$ cat src/pkg/tscr_defs.svh
`ifndef TSCR_DEFS_SVH
`define TSCR_DEFS_SVH

// ****************************************************************
// Register numbers
// ****************************************************************
`define TSCR_REG_TILE_CTRL   8'h02
`define TSCR_REG_BOOT_STAT   8'h03
`define TSCR_REG_SEC_CFG     8'h05
`define TSCR_REG_ROSC_CTRL   8'h06
`define TSCR_REG_ROSC_VAL0   8'h07
`define TSCR_REG_ROSC_VAL3   8'h0A

// ****************************************************************
// Implemented-bit masks and reset values
// ****************************************************************
`define TSCR_TILE_CTRL_MASK  32'h03FF_FF36
`define TSCR_TILE_CTRL_RST   32'h0000_0000
`define TSCR_BOOT_STAT_MASK  32'h00FF_013F
`define TSCR_SEC_CFG_MASK    32'h8000_5FB1
`define TSCR_SEC_CFG_RST     32'h0000_0000
`define TSCR_ROSC_CTRL_MASK  32'h0000_0003
`define TSCR_ROSC_CTRL_RST   32'h0000_0000
`define TSCR_ROSC_VAL_MASK   32'h0000_FFFF

// ****************************************************************
// Field positions
// ****************************************************************
`define TSCR_TX_DELAY_LSB    18
`define TSCR_TX_DIV_LSB      9
`define TSCR_SEC_WR_LOCK_BIT 31
`define TSCR_ROSC_CORE_BIT   1
`define TSCR_ROSC_PERI_BIT   0

// ****************************************************************
// Timing
// ****************************************************************
`define TSCR_CLK_PERIOD_NS   20
`define TSCR_ROSC_SETTLE_CLK 10
`define TSCR_ROSC_COUNT      4

`endif

$ cat src/pkg/tscr_pkg.sv
`default_nettype none

// ****************************************************************
// Types of the tile status and control bank
// ****************************************************************
package tscr_pkg;

   // Tile control, laid out as the register word
   typedef struct packed {
      logic [5:0] rsv_hi;
      logic [7:0] tx_delay;
      logic [8:0] tx_div;
      logic       rgmii_en;
      logic [1:0] rsv_mid;
      logic       div_dyn;
      logic       div_en;
      logic       rsv_3;
      logic       utmi_sel;
      logic       ulpi_hw_en;
      logic       rsv_0;
   } tscr_tile_ctrl_t;

   // Boot status, laid out as the register word
   typedef struct packed {
      logic [7:0] rsv_hi;
      logic [7:0] proc_num;
      logic [6:0] rsv_mid;
      logic       boot_override;
      logic [1:0] rsv_lo;
      logic       core1_off;
      logic       skip_otp_poll;
      logic       boot_ram;
      logic       boot_jtag;
      logic [1:0] pll_mode;
   } tscr_boot_stat_t;

   // Security configuration, laid out as the register word
   typedef struct packed {
      logic        wr_lock;
      logic [15:0] rsv_hi;
      logic        dbg_dis;
      logic        rsv_13;
      logic        otp_lock_all;
      logic [3:0]  otp_lock;
      logic        otp_redund;
      logic        rsv_6;
      logic        boot_otp;
      logic        jtag_cfg_dis;
      logic [2:0]  rsv_lo;
      logic        jtag_tap_dis;
   } tscr_sec_cfg_t;

   // Processor status request and answer
   typedef struct packed {
      logic        wr;
      logic        rd;
      logic [7:0]  num;
      logic [31:0] wdata;
   } tscr_ps_req_t;

   typedef struct packed {
      logic        ack;
      logic        err;
      logic [31:0] rdata;
   } tscr_ps_rsp_t;

endpackage

`default_nettype wire
$ cat src/logic/tscr_regs.sv
// Function
// - Tile control holds eight-bit TX data delay in PLL cycles; resets zero.
// - TX clock rises when counter equals divider, falls at divider halved.
// - Tile control enable bit connects the RGMII ports; resets to disabled.
// - Dynamic mode divides only while all active threads pause; else always.
// - Divider enable bit divides the tile clock for low power; resets zero.
// - A tile control bit selects UTMI when one, ULPI when zero.
// - A tile control bit enables the hardware ULPI support module.
// - Boot status is read-only and reports the eight-bit processor number.
// - Boot status shows override, core1 off, RAM, JTAG flags, PLL pins.
// - A boot status flag makes boot ROM skip OTP read-level polling.
// - Security top bit, when set, removes write permission on that register.
// - Security bits disable global debug (bit 14) and JTAG TAP (bit 0).
// - Security holds a lock-all OTP bit plus four per-sector lock bits.
// - Security bits enable OTP redundancy and force booting from OTP.
// - A security bit blocks JTAG access to PLL and boot registers.
// - Security register is loaded as a copy of the OTP security word.
// - Four ring oscillator counters sit at the four numbers after control.
// - Core and peripheral oscillator enable bits; both reset to stopped.
// - Ring oscillators run asynchronously to the tile clock as random source.
// - Each counter is sixteen bits and survives a system reset.
`timescale 1ns/1ps
`default_nettype none
`include "tscr_defs.svh"

module tscr_regs #(
   parameter int ROSC_N = `TSCR_ROSC_COUNT,
   parameter int ROSC_W = 16
) (
   // Clock and resets
   input  wire logic                       clk,
   input  wire logic                       sys_rst,
   input  wire logic                       por_rst,
   // Processor status access
   input  wire tscr_pkg::tscr_ps_req_t     ps_req,
   output tscr_pkg::tscr_ps_rsp_t          ps_rsp,
   // Boot sources, caught while reset is held
   input  wire logic [7:0]                 proc_num,
   input  wire logic                       boot_override,
   input  wire logic                       core1_off,
   input  wire logic                       skip_otp_poll,
   input  wire logic                       boot_ram,
   input  wire logic                       boot_jtag,
   input  wire logic [1:0]                 pll_mode_pin,
   // OTP security word
   input  wire logic                       otp_load,
   input  wire logic [31:0]                otp_word,
   // Thread state
   input  wire logic                       all_paused,
   // Ring oscillator pins
   input  wire logic [ROSC_N-1:0]          rosc_pin,
   // Control outputs
   output tscr_pkg::tscr_tile_ctrl_t       tile_ctrl,
   output tscr_pkg::tscr_sec_cfg_t         sec_cfg,
   output logic                            clk_div_active,
   output logic                            rgmii_tx_clk,
   output logic                            rgmii_tx_launch,
   output logic                            rosc_core_en,
   output logic                            rosc_peri_en
);
   import tscr_pkg::*;

   // Elaboration check: the read path decodes exactly four counters
   // and packs each one into a single 32-bit word
   if (ROSC_N != `TSCR_ROSC_COUNT || ROSC_W < 1 || ROSC_W > 32) begin : g_bad
      $error("tscr_regs: unsupported ring oscillator shape");
   end

   // ****************************************************************
   // Access decode
   // ****************************************************************

   // Register selects by number
   wire sel_tile = (ps_req.num == `TSCR_REG_TILE_CTRL);
   wire sel_boot = (ps_req.num == `TSCR_REG_BOOT_STAT);
   wire sel_sec  = (ps_req.num == `TSCR_REG_SEC_CFG);
   wire sel_rctl = (ps_req.num == `TSCR_REG_ROSC_CTRL);
   // counters sit in the four numbers after the control register
   wire sel_rval = (ps_req.num >= `TSCR_REG_ROSC_VAL0) &&
                   (ps_req.num <= `TSCR_REG_ROSC_VAL3);
   wire [1:0] rval_idx = 2'(ps_req.num - `TSCR_REG_ROSC_VAL0);
   wire       sel_any  = sel_tile | sel_boot | sel_sec | sel_rctl | sel_rval;

   // Write strobes per register
   wire wr_tile = ps_req.wr && sel_tile;
   wire wr_sec  = ps_req.wr && sel_sec;
   wire wr_rctl = ps_req.wr && sel_rctl;

   // Writes to read-only or unknown numbers are answered with an error
   wire wr_bad  = ps_req.wr && !(sel_tile | sel_sec | sel_rctl);
   wire rd_bad  = ps_req.rd && !sel_any;

   // ****************************************************************
   // Tile control
   // ****************************************************************

   wire [31:0] tile_wval = ps_req.wdata & `TSCR_TILE_CTRL_MASK;

   // delay, divider, port enable, divider mode
   // transceiver style, ULPI support; all reset to zero
   always_ff @(posedge clk) begin
      if (sys_rst) begin
         tile_ctrl <= tscr_tile_ctrl_t'(`TSCR_TILE_CTRL_RST);
      end else if (wr_tile) begin
         tile_ctrl <= tscr_tile_ctrl_t'(tile_wval);
      end
   end

   // dynamic mode waits for every active thread to pause
   wire next_div_active = tile_ctrl.div_en &&
                          (!tile_ctrl.div_dyn || all_paused);

   // low power divider request to the clock generator
   always_ff @(posedge clk) begin
      if (sys_rst) begin
         clk_div_active <= 1'b0;
      end else begin
         clk_div_active <= next_div_active;
      end
   end

   // transmit clock runs only while the ports are connected
   // the divider field already holds ratio minus one
   tscr_txclk #(
      .DIV_W (9),
      .DLY_W (8)
   ) u_txclk (
      .clk       (clk),
      .sys_rst   (sys_rst),
      .enable    (tile_ctrl.rgmii_en),
      .div       (tile_ctrl.tx_div),
      .delay     (tile_ctrl.tx_delay),
      .tx_clk    (rgmii_tx_clk),
      .tx_launch (rgmii_tx_launch)
   );

   // ****************************************************************
   // Boot status
   // ****************************************************************

   // PLL mode pins come from outside and pass two stages first
   logic [1:0] pll_sync1;
   logic [1:0] pll_sync2;
   always_ff @(posedge clk) begin
      pll_sync1 <= pll_mode_pin;
      pll_sync2 <= pll_sync1;
   end

   // read-only, caught while reset is held, stable afterwards
   tscr_boot_stat_t boot_stat;
   always_ff @(posedge clk) begin
      if (sys_rst) begin
         boot_stat               <= '0;
         boot_stat.proc_num      <= proc_num;
         // boot flags and sampled PLL pins
         boot_stat.boot_override <= boot_override;
         boot_stat.core1_off     <= core1_off;
         boot_stat.boot_ram      <= boot_ram;
         boot_stat.boot_jtag     <= boot_jtag;
         boot_stat.pll_mode      <= pll_sync2;
         boot_stat.skip_otp_poll <= skip_otp_poll;
      end
   end

   // ****************************************************************
   // Security configuration
   // ****************************************************************

   // only documented control bits are kept
   wire [31:0] sec_oval = otp_word & `TSCR_SEC_CFG_MASK;
   wire [31:0] sec_wval = ps_req.wdata & `TSCR_SEC_CFG_MASK;
   // the lock bit removes write permission
   wire        sec_wr_ok = wr_sec && !sec_cfg[`TSCR_SEC_WR_LOCK_BIT];

   // OTP copy wins over a software write in the same cycle
   // once locked, only a reset or an OTP reload can change it
   always_ff @(posedge clk) begin
      if (sys_rst) begin
         sec_cfg <= tscr_sec_cfg_t'(`TSCR_SEC_CFG_RST);
      end else if (otp_load) begin
         sec_cfg <= tscr_sec_cfg_t'(sec_oval);
      end else if (sec_wr_ok) begin
         sec_cfg <= tscr_sec_cfg_t'(sec_wval);
      end
   end

   // ****************************************************************
   // Ring oscillators
   // ****************************************************************

   // both oscillator groups stopped after reset
   always_ff @(posedge clk) begin
      if (sys_rst) begin
         rosc_core_en <= 1'b0;
         rosc_peri_en <= 1'b0;
      end else if (wr_rctl) begin
         rosc_core_en <= ps_req.wdata[`TSCR_ROSC_CORE_BIT];
         rosc_peri_en <= ps_req.wdata[`TSCR_ROSC_PERI_BIT];
      end
   end

   // counters follow free-running pins, not the tile clock
   // the first two belong to the core group, the last two to peripherals
   logic [ROSC_W-1:0] rosc_cnt [ROSC_N];
   for (genvar g = 0; g < ROSC_N; g++) begin : g_rosc
      tscr_rosc #(
         .CNT_W (ROSC_W)
      ) u_rosc (
         .clk     (clk),
         .por_rst (por_rst),
         .run     ((g < 2) ? rosc_core_en : rosc_peri_en),
         .osc_in  (rosc_pin[g]),
         .count   (rosc_cnt[g])
      );
   end

   // ****************************************************************
   // Read path
   // ****************************************************************

   wire [31:0] rctl_word = {30'h0, rosc_core_en, rosc_peri_en};
   wire [31:0] rval_word = 32'(rosc_cnt[rval_idx]) & `TSCR_ROSC_VAL_MASK;
   wire [31:0] rd_word   =
      sel_tile ? 32'(tile_ctrl) :
      sel_boot ? (32'(boot_stat) & `TSCR_BOOT_STAT_MASK) :
      sel_sec  ? 32'(sec_cfg) :
      sel_rctl ? rctl_word :
      sel_rval ? rval_word : 32'h0000_0000;

   // One answer per request, one cycle later; a locked security
   // write is taken silently, so software sees no error for it
   always_ff @(posedge clk) begin
      if (sys_rst) begin
         ps_rsp <= '0;
      end else begin
         ps_rsp.ack   <= ps_req.wr | ps_req.rd;
         ps_rsp.err   <= wr_bad | rd_bad;
         ps_rsp.rdata <= ps_req.rd ? rd_word : 32'h0000_0000;
      end
   end

   // Stop counter for the settle check
   logic [3:0] stop_cnt;
   always_ff @(posedge clk) begin
      if (sys_rst || rosc_core_en) begin
         stop_cnt <= 4'h0;
      end else if (stop_cnt != 4'hF) begin
         stop_cnt <= stop_cnt + 4'h1;
      end
   end
endmodule

`default_nettype wire

$ cat src/logic/tscr_rosc.sv
`timescale 1ns/1ps
`default_nettype none

// ****************************************************************
// Ring oscillator edge counter
// ****************************************************************
module tscr_rosc #(
   parameter int CNT_W = 16
) (
   // Clock and power-on reset
   input  wire logic             clk,
   input  wire logic             por_rst,
   // Control and oscillator pin
   input  wire logic             run,
   input  wire logic             osc_in,
   // Count
   output logic [CNT_W-1:0]      count
);

   // Elaboration check on the counter width
   if (CNT_W < 1) begin : g_bad
      $error("tscr_rosc: CNT_W must be positive");
   end

   logic sync1;
   logic sync2;
   logic last;

   // Two-stage capture of the free-running oscillator
   always_ff @(posedge clk) begin
      sync1 <= osc_in;
      sync2 <= sync1;
      last  <= sync2;
   end

   // only power-on clears the count, system reset does not
   always_ff @(posedge clk) begin
      if (por_rst) begin
         count <= '0;
      end else if (run && sync2 && !last) begin
         count <= count + 1'b1;
      end
   end

endmodule

`default_nettype wire

$ cat src/logic/tscr_txclk.sv
`timescale 1ns/1ps
`default_nettype none

// ****************************************************************
// Transmit clock divider and data launch delay
// ****************************************************************
module tscr_txclk #(
   parameter int DIV_W = 9,
   parameter int DLY_W = 8
) (
   // Clock and reset
   input  wire logic             clk,
   input  wire logic             sys_rst,
   // Settings
   input  wire logic             enable,
   input  wire logic [DIV_W-1:0] div,
   input  wire logic [DLY_W-1:0] delay,
   // Outputs
   output logic                  tx_clk,
   output logic                  tx_launch
);

   // Elaboration check: the halving needs at least two divider bits
   if (DIV_W < 2 || DLY_W < 1) begin : g_bad
      $error("tscr_txclk: widths too small");
   end

   logic [DIV_W-1:0] cnt;
   logic [DLY_W-1:0] dly_cnt;
   logic             armed;

   wire at_top  = (cnt == div);
   wire at_half = (cnt == (div >> 1));

   always_ff @(posedge clk) begin
      if (sys_rst || !enable) begin
         cnt    <= '0;
         tx_clk <= 1'b0;
      end else begin
         cnt <= at_top ? '0 : cnt + 1'b1;
         if (at_top) begin
            tx_clk <= 1'b1;
         end else if (at_half) begin
            tx_clk <= 1'b0;
         end
      end
   end

   // launch data delay cycles after the rise
   always_ff @(posedge clk) begin
      if (sys_rst || !enable) begin
         armed     <= 1'b0;
         dly_cnt   <= '0;
         tx_launch <= 1'b0;
      end else begin
         tx_launch <= (at_top && delay == '0) || (armed && dly_cnt == 1);
         if (at_top) begin
            armed   <= (delay != '0);
            dly_cnt <= delay;
         end else if (armed) begin
            armed   <= (dly_cnt != 1);
            dly_cnt <= dly_cnt - 1'b1;
         end
      end
   end

endmodule

`default_nettype wire

$ cat config.mk
export PLATFORM = sky130hd
export DESIGN_NAME = tscr_regs
export DESIGN_NICKNAME = d
export VERILOG_FILES = /design/src/pkg/tscr_pkg.sv /design/src/logic/tscr_regs.sv /design/src/logic/tscr_rosc.sv /design/src/logic/tscr_txclk.sv
export VERILOG_INCLUDE_DIRS = /design/src /design/src/pkg
export SDC_FILE = /design/constraint.sdc
export NUM_CORES = 1
export LEC_CHECK = 0
export ABC_AREA = 0
export ABC_CLOCK_PERIOD_IN_PS = 3990
export BUFFER_PORTS_ARGS = -buffer_cell sky130_fd_sc_hd__buf_2
export CORE_MARGIN = 4
export CORE_UTILIZATION = 55
export CTS_CLUSTER_SIZE = 40
export DETAILED_ROUTE_END_ITERATION = 10
export PLACE_DENSITY_LB_ADDON = 0.15
export SETUP_SLACK_MARGIN = 0.2
export SLEW_MARGIN = 20
export SYNTH_ARGS = -nofsm -noshare
export SYNTH_HDL_FRONTEND = slang
export SYNTH_SLANG_ARGS = --single-unit
$ cat constraint.sdc
create_clock -name clk -period 3.99 [get_ports clk]
set_input_delay 0 -clock clk [delete_from_list [all_inputs] [get_ports clk]]
set_output_delay 0 -clock clk [all_outputs]
set_load 0.1 [all_outputs]
* Yosys cells after proc, flatten, opt, wreduce, memory -nomap -nowiden
Cells that the tools add are included.
** Word-level totals
- Register bits after elaboration :: 185
- Latch bits :: 0
- RAM bits :: 0
- Memory bits (read-only) :: 0
- Input bits :: 98
- Output and inout port bits :: 103
- Word-level logic and storage cells :: 141
- Memories :: 0
** Cells by class
- Add/sub/neg operators :: 7
- Multiply operators :: 0
- Div/mod/pow operators :: 0
- Order comparisons :: 3
- Eq/ne operators :: 8
- Shifts and indexed selects :: 0
- Multiplexer cells :: 16
- Bitwise operators :: 11
- Reduce and logical (&&, ||, !) cells :: 41
** Operator list (count)
- $mux 32 :: 3
- $add 16x1->16 const B :: 4
- $mux 16 :: 4
- $mux 26 :: 2
- $bmux 16 s2 :: 1
- $logic_and 1x1->1 :: 18
- $eq 8x2->1 const B :: 2
- $eq 8x3->1 const B :: 2
- $mux 8 :: 2
- $add 9x1->9 const B :: 1
- $eq 9x8->1 :: 1
- $eq 9x9->1 :: 1
- $logic_not 1->1 :: 9
- $eq 8x1->1 const B :: 1
- $ge 8x3->1 const B :: 1
- $le 8x4->1 const B :: 1
- $logic_not 8->1 :: 1
- $ne 8x1->1 const B :: 1
- $or 1x1->1 :: 8
- $reduce_bool 8->1 :: 1
- $sub 8x1->8 const B :: 1
- $reduce_or 7->1 :: 1
- $reduce_bool 2->1 :: 3
- $reduce_or 6->1 :: 1
- other kinds (9) :: 16

* Logic depth before layout (Yosys ltp)
Gate-level depths: netlist (run 1).
- Depth after elaboration :: 10
- Mapped depth :: 9

* Cells and area by module
From an unflattened synthesis (run 1), not the netlist that was laid out.
** Second synthesis, totals
- Cell total of the unflattened synthesis :: 873
- Area, all modules :: 8608.3 um2
** Modules (own cells, without submodules)
- tscr_regs :: times used 1, cells each 381, area each 4041.4 um2, sequential area each 1831.8 um2
- tscr_rosc :: times used 4, cells each 88, area each 832.0 um2, sequential area each 380.4 um2
- tscr_txclk :: times used 1, cells each 140, area each 1238.7 um2, sequential area each 400.4 um2

* Least setup slack after synthesis (run 1)
Ideal clock, no wire load.
- Kind :: flip-flop to flip-flop
- Start point :: reg rosc_core_en
- End point :: reg g_rosc[0].u_rosc.count[15]
- Setup time :: 70 ps
- Arrival time :: 2411 ps
- Data required time :: 3920 ps
- Path slack :: 1509 ps
- Stages on the path, launching flop included :: 6
- Buffers on the path :: 1
- Cell sequence :: dfxtp_1 and4b_1 clkbuf_1 nand3_1 or4_1 a21oi_1
** Between the ends
- Word-level cells in the longest chain between the ends :: 2
** Ends and longest elaborated chain
- from (decl) :: RTL line tscr_regs.sv:58 : output logic rosc_core_en,
- from (signal assigned) :: RTL line tscr_regs.sv:197 : rosc_core_en <= ps_req.wdata[`TSCR_ROSC_CORE_BIT];
- $logic_and 1x1->1 (2 in series) :: RTL line tscr_rosc.sv:40 : end else if (run && sync2 && !last) begin
- to (signal assigned) :: RTL line tscr_rosc.sv:41 : count <= count + 1'b1;
- to (decl) :: RTL line tscr_rosc.sv:17 : output logic [CNT_W-1:0] count
No other way between the ends.
A chain may end at the register's enable or synchronous reset.

* Worst setup path in the final report (run 1)
- Start point :: in ps_req[32] (netlist bit)
- End point :: reg sec_cfg[31] (netlist bit)
** Between the ends
- Word-level cells in the longest chain between the ends :: 4
** Ends and longest elaborated chain
- from (decl) :: RTL line tscr_regs.sv:35 : input wire tscr_pkg::tscr_ps_req_t ps_req,
- $eq 8x3->1 (no line)
- $logic_and 1x1->1 :: RTL line tscr_regs.sv:86 : wire wr_sec = ps_req.wr && sel_sec;
- $logic_and 1x1->1 :: RTL line tscr_regs.sv:173 : wire sec_wr_ok = wr_sec && !sec_cfg[`TSCR_SEC_WR_LOCK_BIT];
- $reduce_bool 2->1 (no line)
- to (signal assigned) :: RTL line tscr_regs.sv:179 : sec_cfg <= tscr_sec_cfg_t'(`TSCR_SEC_CFG_RST);
- to (signal assigned) :: RTL line tscr_regs.sv:181 : sec_cfg <= tscr_sec_cfg_t'(sec_oval);
- to (signal assigned) :: RTL line tscr_regs.sv:183 : sec_cfg <= tscr_sec_cfg_t'(sec_wval);
- to (decl) :: RTL line tscr_regs.sv:54 : output tscr_pkg::tscr_sec_cfg_t sec_cfg,
No other way between the ends.

==> results of run 1 <==
## area by class of cell
cell class / instances / share of cell area
clock buffers: 18 / 0.0438
inverters: 10 / 0.00383
repair buffers: 200 / 0.134
multi-input cells: 562 / 0.398
well taps: 180 / 0.0230
flip-flops and latches: 180 / 0.383
clock inverters: 14 / 0.0137
## what timing repair did
action	CTS	global route
hold endpoints to repair	58	0
hold buffers	61	0
endpoints found under the setup margin	0	0
## synthesized netlist by cell type (20+ instances only)
cell / number
dfxtp_1: 165
nor2_1: 83
xor2_1: 44
mux2i_1: 40
buf_4: 37
clkbuf_1: 36
nand4_1: 32
a21oi_1: 30
nand2_1: 27
nand3_1: 26
xnor2_1: 23
o21ai_0: 20
## kinds of logic (layout without fill, tap and decap cells)
group                      count (synthesis)  in the layout  share of synthesized area
xor gates and xnor gates                  67             67                     0.0732
buffers and inverters                     92            242                     0.0609
AOI/OAI and AO/OA                        112            112                     0.0959
DFF                                      180            180                      0.469
adders and majority gates                 10             10                     0.0156
other                                      1             36                   0.000468
muxes                                     56             56                     0.0950
and+or+nand+nor                          281            281                      0.190
## stage by stage
| step | setup WS [ns] | util | std cells |
|---|---|---|---|
| after detailed placement | 1.46 | 0.612 | 1071 |
| after global routing | 1.10 | 0.695 | 1164 |
| after CTS | 1.43 | 0.695 | 1164 |
| after global placement | 1.58 | 0.612 | 1071 |
| after floorplan | 1.51 | - | 834 |
| final | 1.33 | 0.695 | 1164 |
## critical path, delay by kind of cell
family          cells  cell delay [ns]
buf+inv             2             1.05
compound gates      2             1.00
fa+ha+maj           1             0.32
simple gates        2             0.66
## metal layers
layer  global-route usage  share of wire  vias to the layer above  wire length (µm)
li1                     -              -                     3186                 -
met1                0.321           0.42                     3266              9000
met2                0.442           0.50                      277             10700
met3               0.0531          0.053                       38              1140
met4               0.0896          0.022                        0               463
met5                    0              0                        -                 0
## power groups by stage
stage               Combinational, mW  Clock, mW  Sequential, mW
finish                          0.417       1.61            1.87
global route                    0.435       1.71            1.87
CTS                             0.413       1.63            1.87
detailed placement              0.365          0            1.91
global placement                0.360          0            1.91
floorplan                       0.252          0            1.98
## sequential cells by signal (all words and copies together) (netlist names), 2 cells and up
signal               cells
g_rosc.u_rosc.count     64
pll_sync1                2
u_txclk.dly_cnt          8
g_rosc.u_rosc.last       4
g_rosc.u_rosc.sync1      4
ps_rsp                  29
u_txclk.cnt              9
sec_cfg                 11
g_rosc.u_rosc.sync2      4
pll_sync2                2
boot_stat               15
tile_ctrl               22
## final timing paths
check,to,slack [ns]
worst min register to register,g_rosc[3].u_rosc.sync2$_DFF_P_,0.33
worst min-delay path,g_rosc[2].u_rosc.count[11]$_SDFFE_PP0P_,0.08
worst max-delay path,sec_cfg[31]$_SDFFE_PP0P_,1.33
worst max register to register,g_rosc[0].u_rosc.count[15]$_SDFFE_PP0P_,1.81
==> metrics.md, run 1 <==
| Metric | Value |
|---|---|
| Hold Startpoint | por_rst |
| Max Freq | 376 MHz |
| Final Hold Viols | 0 |
| Largest net degree at the start of global routing | 65 |
| Slew @ Worst Pin | 0.837 ns |
| WL per Instance | 18.3 µm |
| CP Cell Sequence | buf_2, ha_1, and3b_1, a41o_1, a211oi_1, nor3_1, dlygate4sd3_1 |
| Placer Congestion | 0.881 |
| WS Path Type | in2reg |
| Sw frac | 0.264 |
| Fin Setup TNS | 0 ns |
| Drt drc | 0 |
| Syn avg cell area | 10.0 µm² |
| Root buffer cell | clkbuf_16 |
| Post-synth EDFFs | 15 |
| DP HPWL | 14.7 mm |
| # fillers | 990 |
| FF-to-FF Start | rosc_core_en$_SDFFE_PP0P_ |
| Power Density | 398 mW/mm² |
| Initial Util | 0.568 |
| Vias in the first global route | 6713 |
| Post-cts resize count | 0 |
| Worst-Skew Late Latency | 0.43 ns |
| Synthesized area | 0.00801 mm² |
| Mean number of vias per cell | 5.81 |
| Multi-input gate area | 0.00390 mm² |
| Clock transition at path regs | 0.06 ns |
| Seq pwr share | 0.479 |
| Most common cell after layout, fill and taps aside | dfxtp_1 |
| Net count, final | 1079 |
| RSZ-0062 raised after global routing | no |
| Max cap viols | 0 |
| Sequential share of the synthesized area | 0.469 |
| Synth Register Bits | 180 |
| CP max-delay cell | a41o_1 |
| Number of buffers created by CTS | 17 |
| Detailed Route WL | 21.3 mm |
| Sink Count | 180 |
| Crit path max fanout | 21 |
| Num ports | 201 |
| ANT nets after route | 0 |
| Lkg Pwr | 4.17 nW |
| Outcome | completed |
| Rows | 43 |
| Hold Crit Class | in2reg |
| Primary FF master, synth | dfxtp_1 |
| Antenna violations before repair | 0 |
| Endpoints failing setup | 0 |
| Die area | 0.0166 mm² |
| Gate count of the mapped netlist | 799 |
| Final Cycle Share | 0.667 |
| Minimum clock period | 2.66 ns |
| Hold_ws | 0.0777 ns |
| Port-buffer cells | 136 |
| Vert. Die Dim | 129 µm |
| Vias | 6767 |
| Rel. slew slack | 0.442 |
| Pins over their slew limit | 0 |
| Sequential Area | 0.00375 mm² |
| Area grow syn2layout | 22.3% |
| Area contributors post-synth | dfxtp_1 (41%), edfxtp_1 (5.6%), mux2i_1 (5.0%) |
| CTS tree | built |
| Synth top area share | 0.412 |
| Max VDD drop | 0.000356 V |
| Max clock buf depth | 2 |
| R2R depth | 4 |
| CP required | 4.36 ns |
| Final Instance Area | 0.00980 mm² |
| Post-CTS setup buffer count | 0 |
| Largest area contributor in the netlist | dfxtp_1 |
| Max incr delay on CP | 0.80 ns |
| Die width | 129 µm |
| Most frequent cells in the layout | dfxtp_1 (165), buf_2 (135), nor2_1 (83) |
| H-tree depth | 4 |
| Gr ovfl total | 0 |
| Share of cells above drive strength 1 | 0.190 |
| Internal power | 2.87 mW |
| ANT cells | 0 |
| Comb pwr share | 0.107 |
| Placed cell areas | 0.00862 mm² |
| Clock share of power | 0.414 |
| FFs w/ async S/R, synth | 0 |
| CP endpoint kind | flip-flop |
| Design Power | 3.90 mW |
| Core Region | 0.0141 mm² |
| Startpoint class of the critical path | input pin |
| P_sw | 1.03 mW |
| Critical path arrival | 3.03 ns |
| Total global-route track usage | 0.257 |
| DR pass1 iterations | 5 |
| YS warnings | 0 |
| Crit path launch | ps_req[32] |
| Cell variety after synth | 53 |
| Cells on Worst Hold Path | 2 |
| Global-route wire length before repair | 33.7 mm |
| First DRT Iteration DRCs | 530 |
| Setup Skew | 0.0114 ns |
No activity file was read; power rests on OpenSTA's default activity.
==> run 2, diff against run 1 <==
--- a/config.mk
+++ b/config.mk
@@ -7,10 +7,10 @@
 export NUM_CORES = 1
 export LEC_CHECK = 0
 export ABC_AREA = 0
-export ABC_CLOCK_PERIOD_IN_PS = 3990
+export ABC_CLOCK_PERIOD_IN_PS = 2220
 export BUFFER_PORTS_ARGS = -buffer_cell sky130_fd_sc_hd__buf_2
 export CORE_MARGIN = 4
-export CORE_UTILIZATION = 55
+export CORE_UTILIZATION = 48
 export CTS_CLUSTER_SIZE = 40
 export DETAILED_ROUTE_END_ITERATION = 10
 export PLACE_DENSITY_LB_ADDON = 0.15
==> constraint.sdc (replaced) <==
create_clock -name clk -period 2.22 [get_ports clk]
set_input_delay 0 -clock clk [delete_from_list [all_inputs] [get_ports clk]]
set_output_delay 0 -clock clk [all_outputs]
set_load 0.1 [all_outputs]
==> run 2 against run 1 <==
Compared with the run above: routed wire length is 4.8% lower; first-iteration DRC count is 33% lower; non-clock buffer count is 23 higher; critical path type unchanged.
==> metrics.md, run 2 (synthesized netlist as in run 1, its figures left out) <==
| Metric | Value |
|---|---|
| Vert. Die Dim | 137 µm |
| ANT cells | 0 |
| Detailed Route WL | 20.3 mm |
| Placer Congestion | 0.867 |
| Core Region | 0.0161 mm² |
| Minimum clock period | 1.93 ns |
| Fin Setup TNS | 0 ns |
| Most common cell after layout, fill and taps aside | dfxtp_1 |
| Clock transition at path regs | 0.07 ns |
| Area grow syn2layout | 26.0% |
| # fillers | 1351 |
| Final Cycle Share | 0.868 |
| FF-to-FF Start | u_txclk.cnt[4]$_SDFF_PP0_ |
| Die area | 0.0188 mm² |
| Slew @ Worst Pin | 0.624 ns |
| Worst-Skew Late Latency | 0.43 ns |
| Port-buffer cells | 136 |
| Met3 WL | 841 µm |
| Max layer used | met4 |
| Hold Crit Class | in2reg |
| WL per Instance | 16.6 µm |
| Gr ovfl total | 0 |
| Top reg by flops | g_rosc.u_rosc.count |
| Max VDD drop | 0.000615 V |
| DR pass1 iterations | 5 |
| Outcome | completed |
| H-tree depth | 4 |
| Share of cells above drive strength 1 | 0.224 |
| Pins over their slew limit | 0 |
| Final Hold Viols | 0 |
| Reg-to-Reg End | u_txclk.dly_cnt[5]$_SDFFE_PP0P_ |
| CTS tree | built |
| Net count, final | 1102 |
| R2R depth | 4 |
| WL met1 | 9.02 mm |
| Mean number of vias per cell | 5.37 |
| CP required | 2.59 ns |
| Max Freq | 519 MHz |
| Top flop regs | g_rosc.u_rosc.count: 64 flops, ps_rsp: 29 flops, tile_ctrl: 22 flops |
| Global-route wire length before repair | 31.2 mm |
| First DRT Iteration DRCs | 356 |
| Max reg flops | 64 |
| DP HPWL | 14.2 mm |
| Number of buffers created by CTS | 17 |
| Sink Count | 180 |
| Power Density | 706 mW/mm² |
| Setup Skew | 0.00751 ns |
| Hold_ws | 0.0223 ns |
| Crit path max fanout | 9 |
| R2R Setup Slk | 0.39 ns |
| CP endpoint kind | flip-flop |
| Startpoint class of the critical path | input pin |
| Met2 routed WL | 10.1 mm |
| Vias | 6571 |
| WS Path Type | in2reg |
| Drt drc | 0 |
| Max cap viols | 0 |
| Num ports | 201 |
| Root buffer cell | clkbuf_16 |
| Vias in the first global route | 6060 |
| Lkg Pwr | 4.33 nW |
| Most frequent cells in the layout | dfxtp_1 (154), buf_2 (136), nor2_1 (83) |
| Final worst setup slack | 0.294 ns |
| Endpoints failing setup | 0 |
| Crit path launch | ps_req[39] |
| Rel. slew slack | 0.584 |
| Initial Util | 0.497 |
| Antenna violations before repair | 0 |
| Rows | 46 |
| ANT nets after route | 0 |
| Largest net degree at the start of global routing | 54 |
| Dpl ws | 0.296 ns |
| Die width | 137 µm |
| Crit path capture | ps_rsp[3]$_SDFF_PP0_ |
| Total global-route track usage | 0.212 |
| Max clock buf depth | 2 |
| Critical path arrival | 2.30 ns |
| RSZ-0062 raised after global routing | no |
[run 2: cell count changes in the layout (fill, tap and decap cells not counted), moves of 3 or more]
cell        delta
dfxtp_2        +9
clkinv_1       -3
clkinvlp_4     -4
clkinv_4       +4
dfxtp_1       -11
buf_4         +19
[run 2: per-layer routing]
layer,GRT usage,vias up
met5,0,-
met2,0.357,162
li1,-,3222
met3,0.0362,23
met1,0.277,3164
met4,0.0737,0
[run 2: how the worst min path moves through the flow]
stage / startpoint / endpoint / slack (ns) / cells past startpoint
floorplan: rosc_pin[0] / g_rosc[0].u_rosc.sync1$_DFF_P_ / 0.03 / 0
global placement: rosc_pin[1] / g_rosc[1].u_rosc.sync1$_DFF_P_ / 0.10 / 1
detailed placement: pll_mode_pin[0] / pll_sync1[0]$_DFF_P_ / 0.10 / 1
CTS: sys_rst / u_txclk.tx_launch$_SDFF_PP0_ / 0.01 / 3
global route: sys_rst / u_txclk.tx_launch$_SDFF_PP0_ / 0.03 / 3
finish: sys_rst / u_txclk.tx_launch$_SDFF_PP0_ / 0.02 / 3
[run 2: area by class of cell]
| cell class | count | area, µm² | share of cell area |
|---|---|---|---|
| clock buffers | 18 | 439 | 0.0435 |
| clock inverters | 14 | 150 | 0.0149 |
| inverters | 10 | 37.5 | 0.00372 |
| multi-input cells | 562 | 3910 | 0.387 |
| flip-flops and latches | 180 | 3770 | 0.374 |
| well taps | 216 | 270 | 0.0268 |
| repair buffers | 223 | 1520 | 0.150 |
[run 2: repair_timing]
item,CTS,global route
gates resized for setup,0,2
endpoints found under the hold margin,58,0
setup endpoints to repair,0,1
setup buffers,0,0
hold buffers,61,0
[run 2: worst max-delay path, cell delays in order]
cell and delay, ns:
dlygate4sd3_1 0.53, buf_2 0.13, or4_1 0.52, or4_4 0.56, nor3b_4 0.20, buf_4 0.21, a22o_1 0.15
[run 2: per-stage QoR]
step	utilization	total power, mW	std cells	cell area (µm²)
final	0.626	7.13	1223	10100
after global routing	0.626	7.34	1223	10100
after CTS	0.626	7.17	1223	10100
after detailed placement	0.551	4.10	1130	8880
after global placement	0.551	4.10	1130	8880
after floorplan	-	4.00	834	8170
[run 2: where the power goes]
part / total, mW / switching, mW / internal (mW)
clock: 3.01 / 1.31 / 1.70
combinational: 0.763 / 0.564 / 0.199
sequential: 3.36 / 0.0296 / 3.33
total: 7.13 / 1.90 / 5.23
==> run 3, diff against run 2 <==
--- a/config.mk
+++ b/config.mk
@@ -8,11 +8,11 @@
 export LEC_CHECK = 0
 export ABC_AREA = 0
 export ABC_CLOCK_PERIOD_IN_PS = 2220
-export BUFFER_PORTS_ARGS = -buffer_cell sky130_fd_sc_hd__buf_2
 export CORE_MARGIN = 4
-export CORE_UTILIZATION = 48
-export CTS_CLUSTER_SIZE = 40
+export CORE_UTILIZATION = 55
+export CTS_CLUSTER_SIZE = 10
 export DETAILED_ROUTE_END_ITERATION = 10
+export DONT_BUFFER_PORTS = 1
 export PLACE_DENSITY_LB_ADDON = 0.15
 export SETUP_SLACK_MARGIN = 0.2
 export SLEW_MARGIN = 20
==> run 3 against run 2 <==
Compared with the run above: count of clock-buffer cells in the layout is the same; routed wire length increased by 9.7%; sequential share of layout area increased by 0.56 points; global-route usage is 5.1 points higher; die area down 12%; critical endpoint is now tile_ctrl[2]$_SDFFE_PP0P_.
==> metrics.md, run 3 (synthesized netlist as in run 1, its figures left out) <==
| Metric | Value |
|---|---|
| Outcome | completed |
| Share of cells above drive strength 1 | 0.126 |
| Die area | 0.0166 mm² |
| Num ports | 201 |
| Number of buffers created by CTS | 17 |
| Max Freq | 483 MHz |
| First DRT Iteration DRCs | 601 |
| Hold Crit Class | in2reg |
| Die width | 129 µm |
| Clock transition at path regs | 0.07 ns |
| Final Cycle Share | 0.933 |
| # fillers | 1012 |
| Max reg flops | 64 |
| CP Cell Sequence | buf_8, mux2i_1, dlygate4sd3_1, nor2_1, dlygate4sd3_1 |
| DP HPWL | 15.1 mm |
| Rel. slew slack | 0.341 |
| WL per Instance | 19.9 µm |
| Port-buffer cells | 0 |
| Area grow syn2layout | 24.1% |
| Mean number of vias per cell | 5.98 |
| Vert. Die Dim | 129 µm |
| Fin Setup TNS | 0 ns |
| Power Density | 695 mW/mm² |
| Slew @ Worst Pin | 0.987 ns |
| Detailed Route WL | 22.3 mm |
| Antenna violations before repair | 1 |
| Core Region | 0.0141 mm² |
| WS Path Type | reg2reg |
| Placer Congestion | 0.907 |
| Sink Count | 180 |
| Vias | 6692 |
| Total global-route track usage | 0.263 |
| Startpoint class of the critical path | flip-flop |
| Largest net degree at the start of global routing | 65 |
| DR pass1 iterations | 6 |
| Dpl ws | 0.415 ns |
| Top reg by flops | g_rosc.u_rosc.count |
| Max clock buf depth | 2 |
| Vias in the first global route | 6584 |
| Max incr delay on CP | 0.58 ns |
| Max cap viols | 0 |
| CP max-delay cell | dlygate4sd3_1 |
| Hold_ws | 0.0131 ns |
| Final worst setup slack | 0.149 ns |
| Rows | 43 |
| Cell mode on critical path | dlygate4sd3_1 |
| Global-route wire length before repair | 34.4 mm |
| Worst-Skew Late Latency | 0.43 ns |
| Drt drc | 0 |
| Final core utilization | 0.705 |
| Most common cell after layout, fill and taps aside | dfxtp_1 |
| H-tree depth | 4 |
| Lkg Pwr | 4.03 nW |
| Net count, final | 1033 |
| CP endpoint kind | flip-flop |
| RSZ-0062 raised after global routing | yes |
| Root buffer cell | clkbuf_16 |
| Crit path max fanout | 2 |
| Top flop regs | g_rosc.u_rosc.count: 64 flops, ps_rsp: 29 flops, tile_ctrl: 22 flops |
| Design Power | 6.91 mW |
| Endpoints failing setup | 0 |
| Max VDD drop | 0.000447 V |
| Minimum clock period | 2.07 ns |
| Most frequent cells in the layout | dfxtp_1 (154), dlygate4sd3_1 (95), nor2_1 (82) |
| Initial Util | 0.568 |
| Gr ovfl total | 0 |
| ANT nets after route | 0 |
| Pins over their slew limit | 0 |
| CTS tree | built |
| Setup Skew | 0.00925 ns |
| Critical path arrival | 2.44 ns |
| CP required | 2.59 ns |
| Final Hold Viols | 0 |
==> run 3: worst paths after layout <==
check | from | end | slack, ns | cells after the start
setup / recovery | tile_ctrl[2]$_SDFFE_PP0P_ | tile_ctrl[2]$_SDFFE_PP0P_ | 0.15 | 5
hold / removal | ps_req[35] | ps_rsp[2]$_SDFF_PP0_ | 0.01 | 3
setup reg to reg | tile_ctrl[2]$_SDFFE_PP0P_ | tile_ctrl[2]$_SDFFE_PP0P_ | 0.15 | 5
hold reg to reg | pll_sync1[1]$_DFF_P_ | pll_sync2[1]$_DFF_P_ | 0.33 | 0
==> run 3: cell type report <==
cell class / count / area (µm²) / share of cell area
antenna: 1 / 2.50 / 0.000252
clock buffer: 18 / 429 / 0.0432
clock inverter: 14 / 113 / 0.0113
inverter: 10 / 37.5 / 0.00377
multi-input combinational: 562 / 3910 / 0.393
sequential: 180 / 3770 / 0.379
tap: 180 / 225 / 0.0226
timing repair buffer: 154 / 1460 / 0.147
==> run 3: per-stage QoR <==
stage,std cells,cell area (µm²)
6_report,1119,9940
4_1_cts,1116,9910
3_3_place_gp,986,8350
2_1_floorplan,834,8170
5_1_grt,1119,9940
3_5_place_dp,986,8350
==> run 3: power breakdown <==
| group | total (mW) | switching [mW] | internal (mW) |
|---|---|---|---|
| registers | 3.37 | 0.0478 | 3.33 |
| clock network | 2.81 | 1.28 | 1.53 |
| logic | 0.730 | 0.531 | 0.199 |
==> run 3: layer usage <==
layer  track usage  up-vias  share of wire
li1              -     3085              -
met1         0.329     3257           0.41
met2         0.439      295           0.49
met3        0.0614       55          0.067
met4         0.109        0          0.032
met5             0        -              0
==> run 3: what timing repair did <==
| item | CTS | global route |
|---|---|---|
| setup buffers | 0 | 2 |
| hold buffers | 98 | 0 |
| hold endpoints to repair | 157 | 0 |
| gates resized for setup | 0 | 5 |
| endpoints found under the setup margin | 0 | 5 |
==> run 3: critical path, delay by kind of cell, from the launching register on <==
kind	cells	cell delay, ns
multiplexers	1	0.12
AND/OR/NAND/NOR	1	0.14
buffers and inverters	3	1.37
flip-flops	1	0.38
